$ cat src/intr_rx_pkg.sv
package intr_rx_pkg;
   // Widths of the bus CSR transaction fields.
   localparam int ADDR_W = 32;
   localparam int DATA_W = 32;
   // Broadcast space base and the two interrupt posting offsets.
   localparam logic [ADDR_W-1:0] BCAST_BASE = 32'hf000_0000;
   localparam logic [ADDR_W-1:0] IO_POST_OFS = 32'h0000_0000;
   localparam logic [ADDR_W-1:0] IPI_POST_OFS = 32'h0000_0040;
   localparam logic [ADDR_W-1:0] IO_POST_ADDR = BCAST_BASE + IO_POST_OFS;
   localparam logic [ADDR_W-1:0] IPI_POST_ADDR = BCAST_BASE + IPI_POST_OFS;
   // Level identification registers inside the I/O module, levels 0 to 3.
   localparam logic [ADDR_W-1:0] IDENT0_ADDR = 32'he000_0a00;
   localparam logic [ADDR_W-1:0] IDENT1_ADDR = 32'he000_0a40;
   localparam logic [ADDR_W-1:0] IDENT2_ADDR = 32'he000_0a80;
   localparam logic [ADDR_W-1:0] IDENT3_ADDR = 32'he000_0ac0;
   // Target layout: six CPUs, one four-bit nibble each.
   localparam int NUM_LVL = 4;
   localparam int NODE_W = 3;
   localparam logic [NODE_W-1:0] NUM_CPU = 3'h6;
   localparam logic [NODE_W-1:0] NODE_NONE = 3'h7;
   localparam logic [1:0] NIBBLE_LSB = 2'h0;
   // Pending counter per level.
   localparam int CNT_W = 8;
   localparam logic [CNT_W-1:0] CNT_ZERO = 8'h00;
   localparam logic [CNT_W-1:0] CNT_ONE = 8'h01;
   localparam logic [CNT_W-1:0] CNT_MAX = 8'hff;
   // Processor priority levels; level n maps to IPL_BASE + n.
   localparam int IPL_W = 5;
   localparam logic [IPL_W-1:0] IPL_BASE = 5'h14;
   localparam logic [IPL_W-1:0] IPL_NONE = 5'h00;

   // One bus CSR transaction as seen on the bus, valid for one cycle.
   typedef struct packed {
      logic wr;                 // CSR write command this cycle.
      logic rd;                 // CSR read command this cycle.
      logic [ADDR_W-1:0] addr;  // Target CSR address.
      logic [DATA_W-1:0] wdata; // Write data.
   } csr_req_s;
endpackage

$ cat src/node_sync.sv
`timescale 1ns/1ns
// Three-stage synchroniser; the output moves only when stages two and
// three agree, which filters a single-cycle glitch on the pin.
module node_sync import intr_rx_pkg::*; #(
   parameter int W = 3,
   parameter logic [W-1:0] RST_VAL = '0
) (
   input wire logic i_clk,         // Reference clock.
   input wire logic i_rst_n,       // Asynchronous reset, active low.
   input wire logic [W-1:0] i_d,   // Asynchronous input.
   output logic [W-1:0] o_q        // Filtered synchronous value.
);
   logic [W-1:0] s1_q; // First stage, read only by the second.
   logic [W-1:0] s2_q; // Second stage.
   logic [W-1:0] s3_q; // Third stage.
   logic [W-1:0] out_q; // Agreed value.
   logic [W-1:0] out_d; // Next agreed value.

   // The output follows only a value that has stood two cycles.
   always_comb begin
      out_d = out_q;
      if (s2_q == s3_q) begin
         out_d = s3_q;
      end
   end

   // Shift the stages and hold the agreed value.
   always_ff @(posedge i_clk or negedge i_rst_n) begin
      if (!i_rst_n) begin
         s1_q <= RST_VAL;
         s2_q <= RST_VAL;
         s3_q <= RST_VAL;
         out_q <= RST_VAL;
      end else begin
         s1_q <= i_d;
         s2_q <= s1_q;
         s3_q <= s2_q;
         out_q <= out_d;
      end
   end

   assign o_q = out_q;
endmodule

$ cat src/level_counter.sv
`timescale 1ns/1ns
// Pending count for one I/O interrupt level. A post and an acknowledge
// in the same cycle cancel, so no post is lost. The count saturates;
// posts beyond the maximum are dropped rather than wrapping to zero.
module level_counter import intr_rx_pkg::*; (
   input wire logic i_clk,              // Reference clock.
   input wire logic i_rst_n,            // Asynchronous reset, active low.
   input wire logic i_inc,              // One new post this cycle.
   input wire logic i_dec,              // One acknowledge this cycle.
   output logic [CNT_W-1:0] o_count     // Posts still pending.
);
   logic [CNT_W-1:0] cnt_q; // Current count.
   logic [CNT_W-1:0] cnt_d; // Next count.

   // Count up on a post, down on an acknowledge, hold on both.
   always_comb begin
      cnt_d = cnt_q;
      if (i_inc && !i_dec && cnt_q != CNT_MAX) begin
         cnt_d = cnt_q + CNT_ONE;
      end else if (i_dec && !i_inc && cnt_q != CNT_ZERO) begin
         cnt_d = cnt_q - CNT_ONE;
      end
   end

   // Register the count.
   always_ff @(posedge i_clk or negedge i_rst_n) begin
      if (!i_rst_n) begin
         cnt_q <= CNT_ZERO;
      end else begin
         cnt_q <= cnt_d;
      end
   end

   assign o_count = cnt_q;
endmodule

$ cat src/intr_rx.sv
`timescale 1ns/1ns
// Overview of operation
// - Six CPU nibbles, CPU0 lowest, CPU5 bits 23:20.
// - Node examines only its own nibble.
// - Both registers accepted regardless of node ID.
// - Repeated ones post repeated interrupts; counted.
// - Reads of both locations are undefined.
// - Pending level asserts its request line.
// - Request lines become processor interrupt requests.
// - Levels 0 to 3 map to priority 20, 21, 22, 23.
// - Ident reads acknowledge; level0 read covers all.
// - Bits 5:0 select CPUs; 15:6 ignored.
// - Interprocessor bits are write-one-to-set.
// - Act only when own node bit set.
// - Interprocessor pulse lasts exactly one cycle; here it is high for every cycle that carries a selecting write.
// - Pulse ORed into processor interprocessor request.
module intr_rx import intr_rx_pkg::*; (
   input wire logic I_REF_CLK,               // Reference clock, 100 MHz.
   input wire logic I_RESETN,                // Asynchronous reset, low.
   input wire csr_req_s I_CSR_REQ,           // Bus CSR transaction.
   input wire logic [NODE_W-1:0] I_NODE_ID,  // Node ID strap pins.
   input wire logic [NUM_LVL-1:0] I_LVL_ACK, // Processor level acks.
   input wire logic I_IPI_OTHER,             // Other IPI request source.
   output logic [NUM_LVL-1:0] O_IO_LEVEL_REQ, // Level request lines.
   output logic [IPL_W-1:0] O_IPL,           // Highest requested INTERRUPT_PRIORITY_LEVEL.
   output logic O_IP_PULSE,                  // Interprocessor pulse.
   output logic O_PROC_IPI_REQ               // Processor IPI request.
);
   logic [NODE_W-1:0] node_id; // Filtered node identifier.
   logic node_ok; // Node identifier names one of the six targets.
   logic wr_io; // Write to the I/O posting location.
   logic wr_ipi; // Write to the interprocessor posting location.
   logic [NUM_LVL-1:0] own_bits; // This node's nibble of a post.
   logic [NUM_LVL-1:0] inc; // Per-level post this cycle.
   logic [NUM_LVL-1:0] ident_rd; // Per-level ident read this cycle.
   logic [NUM_LVL-1:0] dec; // Per-level acknowledge this cycle.
   logic ipi_hit; // This node selected by an interprocessor write.
   logic [NODE_W+1:0] nib_base; // Lowest bit of this node's nibble.
   logic ipi_own; // This node's bit of an interprocessor word.
   logic [CNT_W-1:0] cnt [NUM_LVL]; // Pending counts.
   logic [NUM_LVL-1:0] pend; // Levels with a nonzero count.
   logic [NUM_LVL-1:0] req_q; // Registered request lines.
   logic [NUM_LVL-1:0] req_d; // Next request lines.
   logic [IPL_W-1:0] ipl_q; // Registered priority level.
   logic [IPL_W-1:0] ipl_d; // Next priority level.
   logic ip_q; // Registered interprocessor pulse.
   logic ip_d; // Next interprocessor pulse.
   logic proc_q; // Registered processor IPI request.
   logic proc_d; // Next processor IPI request.

   // The strap may settle late, so it is filtered; until it has, the
   // node is none and no post is taken.
   node_sync #(
      .W(NODE_W),
      .RST_VAL(NODE_NONE)
   ) u_node_sync (
      .i_clk(I_REF_CLK),
      .i_rst_n(I_RESETN),
      .i_d(I_NODE_ID),
      .o_q(node_id)
   );

   // Decode the bus transaction. Broadcast writes match on address
   // alone, never on node ID. Reads of these locations get no answer
   // from this block; their data is undefined on the bus anyway.
   always_comb begin
      node_ok = (node_id < NUM_CPU);
      wr_io = I_CSR_REQ.wr && (I_CSR_REQ.addr == IO_POST_ADDR);
      wr_ipi = I_CSR_REQ.wr && (I_CSR_REQ.addr == IPI_POST_ADDR);
      // Node n's nibble starts at bit 4n, so the base is the node ID
      // with two zero bits below it.
      nib_base = {node_id, NIBBLE_LSB};
      own_bits = '0;
      if (node_ok) begin
         // Only this node's nibble is looked at; the rest is ignored.
         own_bits = I_CSR_REQ.wdata[nib_base +: NUM_LVL];
      end
      inc = wr_io ? own_bits : '0;
      // Bits 15:6 of the interprocessor word can never raise a hit, since
      // a valid node ID stops at five and node_ok gates the rest.
      ipi_own = I_CSR_REQ.wdata[node_id];
      ipi_hit = wr_ipi && node_ok && ipi_own;
   end

   // Ident reads aimed at the I/O module acknowledge a level; a level-0
   // ident read is handled as reads of all four levels.
   always_comb begin
      ident_rd = '0;
      if (I_CSR_REQ.rd) begin
         unique case (I_CSR_REQ.addr)
            IDENT0_ADDR: begin
               ident_rd = '1;
            end
            IDENT1_ADDR: begin
               ident_rd[1] = 1'b1;
            end
            IDENT2_ADDR: begin
               ident_rd[2] = 1'b1;
            end
            IDENT3_ADDR: begin
               ident_rd[3] = 1'b1;
            end
            default: begin
               // Reads of the posting locations land here: they are
               // neither answered nor acted on.
               ident_rd = '0;
            end
         endcase
      end
      dec = ident_rd | I_LVL_ACK;
   end

   // One pending counter per level.
   // A post and an acknowledge on one level in one cycle cancel there.
   for (genvar g = 0; g < NUM_LVL; g++) begin : g_lvl
      level_counter u_cnt (
         .i_clk(I_REF_CLK),
         .i_rst_n(I_RESETN),
         .i_inc(inc[g]),
         .i_dec(dec[g]),
         .o_count(cnt[g])
      );
      assign pend[g] = (cnt[g] != CNT_ZERO);
   end

   // Request lines and the priority level follow the pending counts;
   // the highest pending level wins the priority encoding.
   always_comb begin
      req_d = pend;
      ipl_d = IPL_NONE;
      for (int i = 0; i < NUM_LVL; i++) begin
         if (pend[i]) begin
            ipl_d = IPL_BASE + IPL_W'(i);
         end
      end
   end

   // Interprocessor pulse and the ORed processor request. A write held
   // on several cycles counts as one write per cycle.
   // The OR sits before the register so both outputs leave a flop.
   always_comb begin
      ip_d = ipi_hit;
      proc_d = ipi_hit | I_IPI_OTHER;
   end

   // Register every output.
   always_ff @(posedge I_REF_CLK or negedge I_RESETN) begin
      if (!I_RESETN) begin
         req_q <= '0;
         ipl_q <= IPL_NONE;
         ip_q <= 1'b0;
         proc_q <= 1'b0;
      end else begin
         req_q <= req_d;
         ipl_q <= ipl_d;
         ip_q <= ip_d;
         proc_q <= proc_d;
      end
   end

   assign O_IO_LEVEL_REQ = req_q;
   assign O_IPL = ipl_q;
   assign O_IP_PULSE = ip_q;
   assign O_PROC_IPI_REQ = proc_q;
endmodule

$ cat config.mk
export PLATFORM = sky130hd
export DESIGN_NAME = intr_rx
export DESIGN_NICKNAME = d
export VERILOG_FILES = /design/src/intr_rx_pkg.sv /design/src/node_sync.sv /design/src/level_counter.sv /design/src/intr_rx.sv
export SDC_FILE = /design/constraint.sdc
export NUM_CORES = 1
export LEC_CHECK = 0
export BUFFER_PORTS_ARGS = -buffer_cell sky130_fd_sc_hd__buf_2
export CAP_MARGIN = 30
export CORE_MARGIN = 5
export CORE_UTILIZATION = 54
export CTS_BUF_LIST = sky130_fd_sc_hd__clkbuf_8 sky130_fd_sc_hd__clkbuf_16
export DETAILED_ROUTE_END_ITERATION = 12
export PLACE_DENSITY = 0.8
export REMOVE_ABC_BUFFERS = 1
export SLEW_MARGIN = 20
export SYNTH_ARGS = -nofsm -noshare
export SYNTH_HDL_FRONTEND = slang
export SYNTH_SLANG_ARGS = --single-unit
$ cat constraint.sdc
create_clock -name I_REF_CLK -period 3.8 [get_ports I_REF_CLK]
set_clock_uncertainty 0.05 [all_clocks]
set_input_delay 0.38 -clock I_REF_CLK [delete_from_list [all_inputs] [get_ports I_REF_CLK]]
set_output_delay 0.38 -clock I_REF_CLK [all_outputs]
set_load 0.005 [all_outputs]
Word-level counts from Yosys, hierarchy flattened
Cells that the tools add are included.

Logic and storage cells: 96. Bits in registers: 55. Input port bits: 76. Output and inout bits: 11.

Multiplexer cells: 21. Equal/unequal tests: 11. Shifts and indexed selects: 1. Bitwise operators: 2. Reduce and logical (&&, ||, !) cells: 39. $lt $le $gt $ge: 2. $add $sub $neg: 8.

Operators by type and width (number): equality test 32 bit, second input constant (6); two-way mux 8 bit (8); adder 8 x 1 -> 8 bit, second input constant (4); != test 8 bit, second input constant (4); nonzero test 8 bit (4); variable part select 32 x 6 -> 4 bit (1); subtractor 8 x 1 -> 8 bit, second input constant (4); logical AND 1 bit (20); two-way mux 5 bit (4); two-way mux 4 bit (3); zero test 1 bit (8); nonzero test 2 bit (4); less-than comparator 3 x 6 -> 1 bit, second input constant (1); OR reduction 2 bit (3); two-way mux 1 bit (5); OR 4 bit (1); binary-select mux 1 bit (select 3 bit) (1); equality test 3 bit (1); less-than comparator 3 bit, second input constant (1); OR 1 bit (1).

Depth between registers and ports, before layout
Gate-level depths: netlist of the first run.

Depth in word-level cells: 9. Depth in mapped cells: 13. Depth with buffers taken out: 11.

Cells and area by module
From an unflattened synthesis of the first run, not the netlist that was laid out.

Cells, all modules: 377. Area, all modules: 4071.4 sq um.

Modules (own cells, without submodules): level_counter (g_lvl[1].u_cnt ...) (seq. area each 200.2 sq um, instances 3, area each 726.9 sq um, cells each 69); intr_rx (seq. area each 225.2 sq um, instances 1, area each 824.5 sq um, cells each 75); level_counter (g_lvl[0].u_cnt) (seq. area each 200.2 sq um, instances 1, area each 670.6 sq um, cells each 73); node_sync (seq. area each 315.3 sq um, instances 1, area each 395.4 sq um, cells each 22).

Worst setup path before layout of the first run
No wires, ideal clock.

Path kind: input to register. Start point: input I_CSR_REQ[46] in the netlist's numbering. End point: register g_lvl[1].u_cnt.cnt_q[6]. Data required time: 3.625 ns. Setup time: 0.125 ns. Cell stages on the path: 12. Setup slack: 0.273 ns. Buffers on the path: 1. Arrival time: 3.352 ns. Path through: nor4b_1 > nand4_1 > or3b_1 > buf_6 > or4_4 > fa_1 > a21o_1 > a21oi_1 > o21bai_1 > a21oi_1 > xnor2_1 > mux2_4.

Word-level cells in the longest chain between the ends: 9. Elaborated cells on any way between the ends: 17. Those cells by class: 3 x eq/ne; 4 x mux; 1 x bitwise; 9 x reduce/logical.

Ends and longest elaborated chain: start: declaration (RTL line intr_rx.sv:20) `input wire csr_req_s I_CSR_REQ,`; equality test 32 bit (RTL line intr_rx.sv:90) `unique case (I_CSR_REQ.addr)`; OR reduction 2 bit (no source line); two-way mux 1 bit (RTL line intr_rx.sv:90); two-way mux 4 bit (RTL line intr_rx.sv:89) `if (I_CSR_REQ.rd) begin`; OR 4 bit (RTL line intr_rx.sv:110) `dec = ident_rd | I_LVL_ACK;`; zero test 1 bit (RTL line level_counter.sv:18) `if (i_inc && !i_dec && cnt_q != CNT_MAX) begin`; logical AND 1 bit (2 in a row) (RTL line level_counter.sv:18); two-way mux 8 bit or nonzero test 2 bit (tied branches); end signal: assignment (RTL line level_counter.sv:30) `cnt_q <= cnt_d;`; end: declaration (RTL line level_counter.sv:12) `logic [CNT_W-1:0] cnt_q;`.

Parallel ways exist; a longest one is shown, timed or not. A chain may end at the register's enable or synchronous reset.

Worst setup path after layout of the first run
Start point: input I_CSR_REQ[39] in the netlist's numbering. End point: register g_lvl[2].u_cnt.cnt_q[6].

Word-level cells in the longest chain between the ends: 9. Elaborated cells on any way between the ends: 17. Those cells by class: 3 x eq/ne; 4 x mux; 1 x bitwise; 9 x reduce/logical.

Ends and longest elaborated chain (RTL line): equality test 32 bit (intr_rx.sv:90); OR reduction 2 bit (no source line); two-way mux 1 bit (intr_rx.sv:90); two-way mux 4 bit (intr_rx.sv:89); OR 4 bit (intr_rx.sv:110); zero test 1 bit (level_counter.sv:18); logical AND 1 bit (2 in a row) (level_counter.sv:18); two-way mux 8 bit or nonzero test 2 bit (tied branches); end signal: assignment (level_counter.sv:30); end: declaration (level_counter.sv:12).

Parallel ways exist; a longest one is shown, timed or not.

==> results.txt, run 1 <==
The flow ran to the end, and the final reports show no timing, DRC or antenna violations. The max-capacitance violation count is 0. The share of final-layout standard cells stronger than drive strength 1 is about 39%. The required time of the critical path is 3950 ps. The pre-antenna-repair detailed-routing pass consisted of 4 iterations. The antenna diode instance count is 0.

Counting distinct cell types in the post-synthesis netlist gives 45. The measured slew at the worst slew-check pin came out at around 570 ps. The share of synthesized area in the top cell type comes to a little under 30%. For this run, the total global-route usage over all layers was measured as 21.0%. The cell area after synthesis came out at between 0.003 and 0.004 mm2. The routability congestion estimate from global placement is around 0.85. The sequential group share of total power came out at about 45%.

Measured on the finished design, the core utilization comes to 65.9%. The synthesized design contains 53 register bits. The placed instance count is 476. Once placement finished, the instance area stood at ~0.004 mm2. In this run the worst hold path is classified as primary input to flip-flop. The post-cts resize count is 0.

For this run, the leading register cell type out of synthesis is sky130_fd_sc_hd__dfrtp_1. The headroom to the max-slew limit is 61.6%. The insertion delay of the later-clocked pin in the worst-skew pair is ~310 ps. The count of nets after finishing came out at a little over 500. Buffers inserted during clock tree synthesis total 5. The count of nets left with antenna violations once routing finished came out at 0. The post-CTS setup buffer count is 0. The kind of capture point of the worst setup path is a flip-flop. The count of synthesis-stage warnings from yosys is 0. The clock sink count came out at 53.

The number of vias per cell after detailed routing is 5.89. Cell internal power was estimated by the tool at approximately 1.1 mW. The post-route non-filler standard cell count came out at roughly 490. The longest clock path from root to sink contains 2 buffers. In this run the standard cell core region covers roughly 0.0063 mm2.

Of all nets on the critical path, the largest fanout is 9. sky130_fd_sc_hd__dfrtp_1 takes more of the synthesized area than any other cell. The library cell used most frequently in the layout, excluding fill and tap cells, is sky130_fd_sc_hd__buf_2. The number of global-route vias before repair came to 3096. The number of remaining DRC errors came out at 0. The tree is rooted in a sky130_fd_sc_hd__clkbuf_8.

The detailed-route wire length is 8.14 mm. Across the VDD grid, the largest voltage drop is about 0.34 mV. The average routed wire per standard cell came out at between 15 and 20 um. The fmax came out at 0.276 GHz.

Yosys attributes the largest share of cell area to sky130_fd_sc_hd__dfrtp_1 (29%), sky130_fd_sc_hd__dfstp_2 (9.0%), sky130_fd_sc_hd__ha_1 (8.6%). The power density over the cells is about 380 mW/mm2. For this configuration, the core starts out at a cell density of 55.2%. The synthesis-to-layout area growth came out at 19.5%. The fraction of power consumed by the clock network came out at between 20% and 30%. The wire length of the first global-routing pass came out at approximately 14 mm. The final critical path takes up 95.3% of the cycle. After clock tree synthesis, the flow added hold-fix buffers numbering 1. In this run, the number of DRC markers left after iteration 0 of detailed routing was 179. The gate count after technology mapping is 310. The count of buffers added on input and output ports is 85. In this run the horizontal extent of the chip is ~90 um. The clock-pin slew reported for the worst setup and hold paths after clock tree synthesis is around 90 ps. The minimum period implied by the final worst setup slack is approximately 3600 ps. A synthesized cell averages ~11 um2. The setup-violating endpoint count in the final report came out at 0. The logic gate share of total power is 30.5%.

The count of vias placed by the detailed router came out at about 2900. The count of H-tree levels built during CTS came out at 2. Summed over all layers, the global routing overflow is 0. Sequential elements use 38.5% of the synthesized area. Setup repair after global routing left no endpoint under its margin. The CTS tree is yes. The final design area excluding fillers is around 0.0042 mm2. The floorplan has 29 rows.

The count of flip-flops with a built-in enable after synthesis came out at 0. The total die area came out at 0.00816 mm2. The worst setup path is launched from a primary input.

For this design the total switching power over the nets is approximately 0.49 mW. The number of top-level pins came out at just under 90. The initial antenna violation count was 0. The placed wire-length estimate is approximately 6.5 mm. The share of flip-flops with an asynchronous set or reset after synthesis came out at 100%. The vertical extent of the die came out at between 90 and 100 um. The switching share of power came out at between 30% and 40%. Entering global routing, the biggest net connects 39 pins.

The number of hold violations in the final report came to 0. The data arrival at the endpoint of the critical path is approximately 3800 ps. In the layout the commonest cells are sky130_fd_sc_hd__buf_2 (85), sky130_fd_sc_hd__dfrtp_1 (41), sky130_fd_sc_hd__ha_1 (24). The number of max-slew violations in the final report came out at 0. The critical path in this run is classified as primary input to flip-flop. The static leakage power came out at a little over 2 nW. The total power consumption of the routed design is ~1.6 mW.
cell type report:
type / instances / area (um2)
fill: 510 / 2150
multi-input combinational: 242 / 2070
sequential: 53 / 1340
timing repair buffer: 96 / 510
tap: 77 / 96.3
clock buffer: 5 / 68.8
clock inverter: 3 / 42.5
inverter: 9 / 33.8
stage by stage:
stage	setup slack [ps]	hold WS (ps)	TNS (ps)
2_1_floorplan	293	34.4	0
3_3_place_gp	90.9	270	0
3_5_place_dp	-22.0	277	-33.2
4_1_cts	169	103	0
5_1_grt	21.4	94.6	0
6_report	180	111	0
layer usage:
| metal | vias up | track usage (%) | wire, um |
|---|---|---|---|
| met5 | - | 0 | 0 |
| met2 | 79 | 38.0 | 4260 |
| li1 | 1371 | - | - |
| met3 | 18 | 5.25 | 497 |
| met4 | 0 | 7.07 | 182 |
| met1 | 1391 | 24.0 | 3200 |
path summary, 6_finish.rpt:
path,from,endpoint,slack [ps],cells past startpoint
max,I_CSR_REQ[39],g_lvl[2].u_cnt.o_count[6],180,12
max reg2reg,u_node_sync.o_q[0],g_lvl[2].u_cnt.o_count[6],260,10
min reg2reg,u_node_sync.s1_q[2],u_node_sync.s2_q[2],310,0
max in group asynchronous,I_RESETN,u_node_sync.o_q[1],2410,3
min in group asynchronous,I_RESETN,g_lvl[0].u_cnt.o_count[3],450,2
min,I_NODE_ID[2],u_node_sync.s1_q[2],110,1
logic make-up after synthesis:
logic type / after synthesis / share of synthesized area, %
buffers and inverters: 15 / 2.12
other: 1 / 0.108
adder cells (fa/ha/maj): 28 / 10.9
AND/OR/NAND/NOR: 86 / 14.4
multiplexers: 42 / 16.1
flip-flops: 53 / 38.5
AO/OA/AOI/OAI: 53 / 9.80
XOR/XNOR: 32 / 8.04
critical path, stage by stage:
cell and delay (ps):
sky130_fd_sc_hd__buf_2 120, sky130_fd_sc_hd__or3_1 410, sky130_fd_sc_hd__nor3_1 160, sky130_fd_sc_hd__or3b_1 510, sky130_fd_sc_hd__or4_4 610, sky130_fd_sc_hd__fa_1 430
sky130_fd_sc_hd__a21o_1 170, sky130_fd_sc_hd__a21oi_1 230, sky130_fd_sc_hd__o21bai_1 150, sky130_fd_sc_hd__a21oi_1 250, sky130_fd_sc_hd__xnor2_1 100, sky130_fd_sc_hd__mux2_2 260
cells in the mapped netlist (2+ instances only):
library cell                n
sky130_fd_sc_hd__mux2_4     6
sky130_fd_sc_hd__or3_1      3
sky130_fd_sc_hd__nand3_1    4
sky130_fd_sc_hd__fa_1       4
sky130_fd_sc_hd__and3_1     3
sky130_fd_sc_hd__nand2_1   13
sky130_fd_sc_hd__nand4_1   15
sky130_fd_sc_hd__buf_4      2
sky130_fd_sc_hd__mux2i_1   10
sky130_fd_sc_hd__a21o_1     9
sky130_fd_sc_hd__nand2_4    2
sky130_fd_sc_hd__mux2_2    19
sky130_fd_sc_hd__o41ai_1    4
sky130_fd_sc_hd__nor4_1    12
sky130_fd_sc_hd__o21bai_1   4
sky130_fd_sc_hd__buf_2      2
sky130_fd_sc_hd__o211ai_1   3
sky130_fd_sc_hd__dfrtp_1   41
sky130_fd_sc_hd__a21oi_1   18
sky130_fd_sc_hd__ha_1      24
sky130_fd_sc_hd__mux4_2     7
sky130_fd_sc_hd__dfstp_2   12
sky130_fd_sc_hd__nor3_1     7
sky130_fd_sc_hd__inv_1      9
sky130_fd_sc_hd__a31oi_1    4
sky130_fd_sc_hd__nand2_2    2
sky130_fd_sc_hd__nor2_1    11
sky130_fd_sc_hd__or2_2      4
sky130_fd_sc_hd__xor2_1    14
sky130_fd_sc_hd__xnor2_1   18
sky130_fd_sc_hd__nor4b_1    3
sky130_fd_sc_hd__or4_4      3
sky130_fd_sc_hd__o21ai_0    6
registers in the layout, summed over array words and instances (netlist names):
signal / count
g_lvl.u_cnt.o_count: 32
O_PROC_IPI_REQ: 1
u_node_sync.o_q: 3
u_node_sync.s1_q: 3
O_IO_LEVEL_REQ: 4
O_IP_PULSE: 1
u_node_sync.s2_q: 3
O_IPL: 3
u_node_sync.s3_q: 3
power groups by stage:
stage / Clock (mW) / Sequential (mW) / Combinational, mW
global placement: 0 / 0.724 / 0.462
global route: 0.416 / 0.736 / 0.541
floorplan: 0 / 0.713 / 0.357
detailed placement: 0 / 0.733 / 0.484
CTS: 0.395 / 0.722 / 0.490
finish: 0.382 / 0.720 / 0.484
No activity file was read; power rests on OpenSTA's default activity.
==> run 2, diff against run 1 <==
--- a/config.mk
+++ b/config.mk
@@ -13,7 +13,6 @@
 export DETAILED_ROUTE_END_ITERATION = 12
 export PLACE_DENSITY = 0.8
 export REMOVE_ABC_BUFFERS = 1
-export SLEW_MARGIN = 20
 export SYNTH_ARGS = -nofsm -noshare
 export SYNTH_HDL_FRONTEND = slang
 export SYNTH_SLANG_ARGS = --single-unit
==> constraint.sdc (replaced) <==
create_clock -name I_REF_CLK -period 3.8 [get_ports I_REF_CLK]
set_clock_uncertainty 0.05 [all_clocks]
set_input_delay 0.57 -clock I_REF_CLK [delete_from_list [all_inputs] [get_ports I_REF_CLK]]
set_output_delay 0.57 -clock I_REF_CLK [all_outputs]
set_load 0.005 [all_outputs]
==> run 2 against run 1 <==
  * Sequential power rose by 0.6%
  * Flip-flop and latch count is the same
  * Design area up 3.6%
  * Clock-buffer cell count increased by 1
  * Die area unchanged
  * Combinational power up 6.6%
  * Total power rose by 0.58%
  * Global-route usage decreased by 0.80 points
  * Core utilization up 2.4 points
  * Fmax grew 0.17%
==> results.txt, run 2 (synthesis results as in run 1) <==
The met2 layer usage reported by global route is roughly 37%. The run finished with clean final reports. The floorplan step defined a core boundary enclosing between 0.006 and 0.007 mm2. The maximum clock insertion buffer count is 2. The max-capacitance violation count came out at 0. Entering global routing, the biggest net connects 39 pins.

The number of fillers in the final layout came out at 483. The placed wire-length estimate is about 6.5 mm. The static leakage power came out at roughly 2.2 nW. After clock tree synthesis, the clock-pin slew on the worst setup and hold paths is 100 ps.

Once placement completed, the tool counted placed cells totaling 496. The required time of the critical path came out at slightly below 4000 ps. The clock reaches the later pin of the worst-skew pair after 310 ps. The fmax is 0.277 GHz.

The power density over the cells came out at 370 mW/mm2. The worst hold slack came out at a little over 300 ps. The antenna diode instance count came out at 0.

For this block, the initial DRC count from the detailed router was 101. The average routed wire per standard cell came out at between 15 and 20 um. The total cell area at the placement stage is around 0.0042 mm2. After layout, the worst setup slack is about 190 ps. The final core utilization came out at approximately two thirds.

The part of the cycle the worst path needs is 95.1%. For this design, the slowest cell found on the critical path is sky130_fd_sc_hd__or4_4. The count of H-tree levels built during CTS came out at 2. STA classifies the critical path endpoint as a flip-flop. Setup violations remaining at the end of the flow were counted as 0. The count of antenna-violating nets left after detailed routing came out at 0.

During I/O placement, the number of pins put on the boundary was 87. The vertical extent of the die is about 90 um. The count of nets after finishing came out at 530. Row generation in the floorplan step produced 29 rows. The synthesis-to-layout area growth came out at 23.7%.

The headroom to the max-slew limit came out at 44.1%. The setup slack of the worst register-to-register path came out at ~330 ps. The tree is rooted in a sky130_fd_sc_hd__clkbuf_8. The leftover overflow at the end of global routing came out at 0. The library cells used most frequently in the layout, excluding fill and tap cells, are sky130_fd_sc_hd__buf_2 (85), sky130_fd_sc_hd__dfrtp_1 (41), sky130_fd_sc_hd__buf_4 (30). The top fanout value on the critical path came out at 8.

The post-route non-filler standard cell count is roughly 500. The worst min-delay path category is primary input to asynchronous set/reset pin. The total power consumption of the routed design came out at ~1.6 mW.

The longest individual stage delay on the worst path is between 600 and 700 ps. The number of port buffers is 85. For met3 alone, demand over resource in global routing was 5.17%. The worst setup path is launched from a primary input. For the worst setup path, the data arrival time is between 3000 and 4000 ps. The number of hold violations in the final report is 0. Dividing the detail-routed via count by the number of cells gives between 5 and 6.

The overall track demand over capacity in global routing is around a fifth. The number of global-route vias before repair is roughly 3000. The worst slack after detailed placement came out at -176 ps.

The type of the worst setup path is primary input to flip-flop. The number of detailed-route iterations in the first pass came out at 4. In the routed design, unresolved DRC markers number 0. The initial antenna violation count was 0. The congestion estimate from routability-driven global placement came to about 0.92. The total negative setup slack is 0 ps. For the pin with the worst max-slew slack, the measured transition is ~840 ps. The initial standard-cell utilization of the core came out at between 50 and 60%.

Counting I/O delays and the setup requirement, the final critical path takes around 3600 ps. The number of max-slew violations in the final report was 0. The commonest non-fill, non-tap cell in the layout is sky130_fd_sc_hd__buf_2. The final route contains between 2000 and 3000 vias.

The clock sink count is between 50 and 60. The width of the die is between 90 and 100 um. The global routing met1 resource utilization came out at between 20% and 30%.

In this run, CTS created clock tree buffers numbering 5. The share of final-layout standard cells stronger than drive strength 1 is between 40% and 50%. The final design area excluding fillers came out at between 0.004 and 0.005 mm2.

The die covers just over 0.008 mm2. The CTS tree is yes. The maximum ir drop on the vdd rail is 0.357 mV. The detailed-route wire length is approximately 8 mm. The busiest metal layer after global routing is met2.

The flip-flop count of the largest register after layout is 32. Traced cell by cell, the critical path runs through buf_2 > or3_1 > nor3_1 > or3b_4 > or4_4 > fa_1 > a21o_1 > a21oi_2 > o21bai_1 > a21oi_1 > xnor2_1 > mux2_2. The wire length of the first global-routing pass came out at around 14 mm.
## run 2: cell types whose count changed in the layout (fill, tap and decap cells not counted), sizes merged
cell	before	now
buf	95	115
bufinv	1	0
clkbuf	5	6
clkinv	1	0
dlygate4sd3	1	0
inv	10	11
## run 2: power breakdown
part,internal (mW),switching (mW)
Sequential,0.635,0.0896
Combinational,0.300,0.216
Clock,0.170,0.185
## run 2: cell type report
cell class | count | area, um2 | area share [%]
clock buffers | 6 | 93.8 | 2.18
multi-input cells | 242 | 2080 | 48.3
repair buffers | 115 | 651 | 15.1
flip-flops and latches | 53 | 1340 | 31.1
well taps | 77 | 96.3 | 2.23
inverters | 9 | 33.8 | 0.784
clock inverters | 2 | 12.5 | 0.290
## run 2: timing repair
action / CTS / global route
setup endpoints to repair: 0 / 5
gates resized for setup: 0 / 3
hold buffers: 0 / 0
buffers inserted: 0 / 0
## run 2: worst max-delay path: cells and delay by family
family	cells	cell delay, ps
AOI/OAI and AO/OA	4	580
and+or+nand+nor	4	1700
xor gates and xnor gates	1	80
adders and majority gates	1	440
buffers and inverters	1	100
muxes	1	260
## run 2: per-layer routing
metal / vias up / wire length [um]
met5: - / 0
met4: 0 / 138
met3: 11 / 500
met2: 82 / 4210
met1: 1374 / 3200
li1: 1403 / -
## run 2: worst paths after layout
check                               startpoint                   endpoint  depth (start not counted)
max                              I_CSR_REQ[39]  g_lvl[3].u_cnt.o_count[6]                         12
min                                   I_RESETN  g_lvl[1].u_cnt.o_count[0]                          1
max reg2reg                 u_node_sync.o_q[1]  g_lvl[3].u_cnt.o_count[6]                         11
min reg2reg                u_node_sync.s1_q[1]        u_node_sync.s2_q[1]                          0
max in group asynchronous             I_RESETN        u_node_sync.s3_q[1]                          2
min in group I_REF_CLK            I_NODE_ID[2]        u_node_sync.s1_q[2]                          1
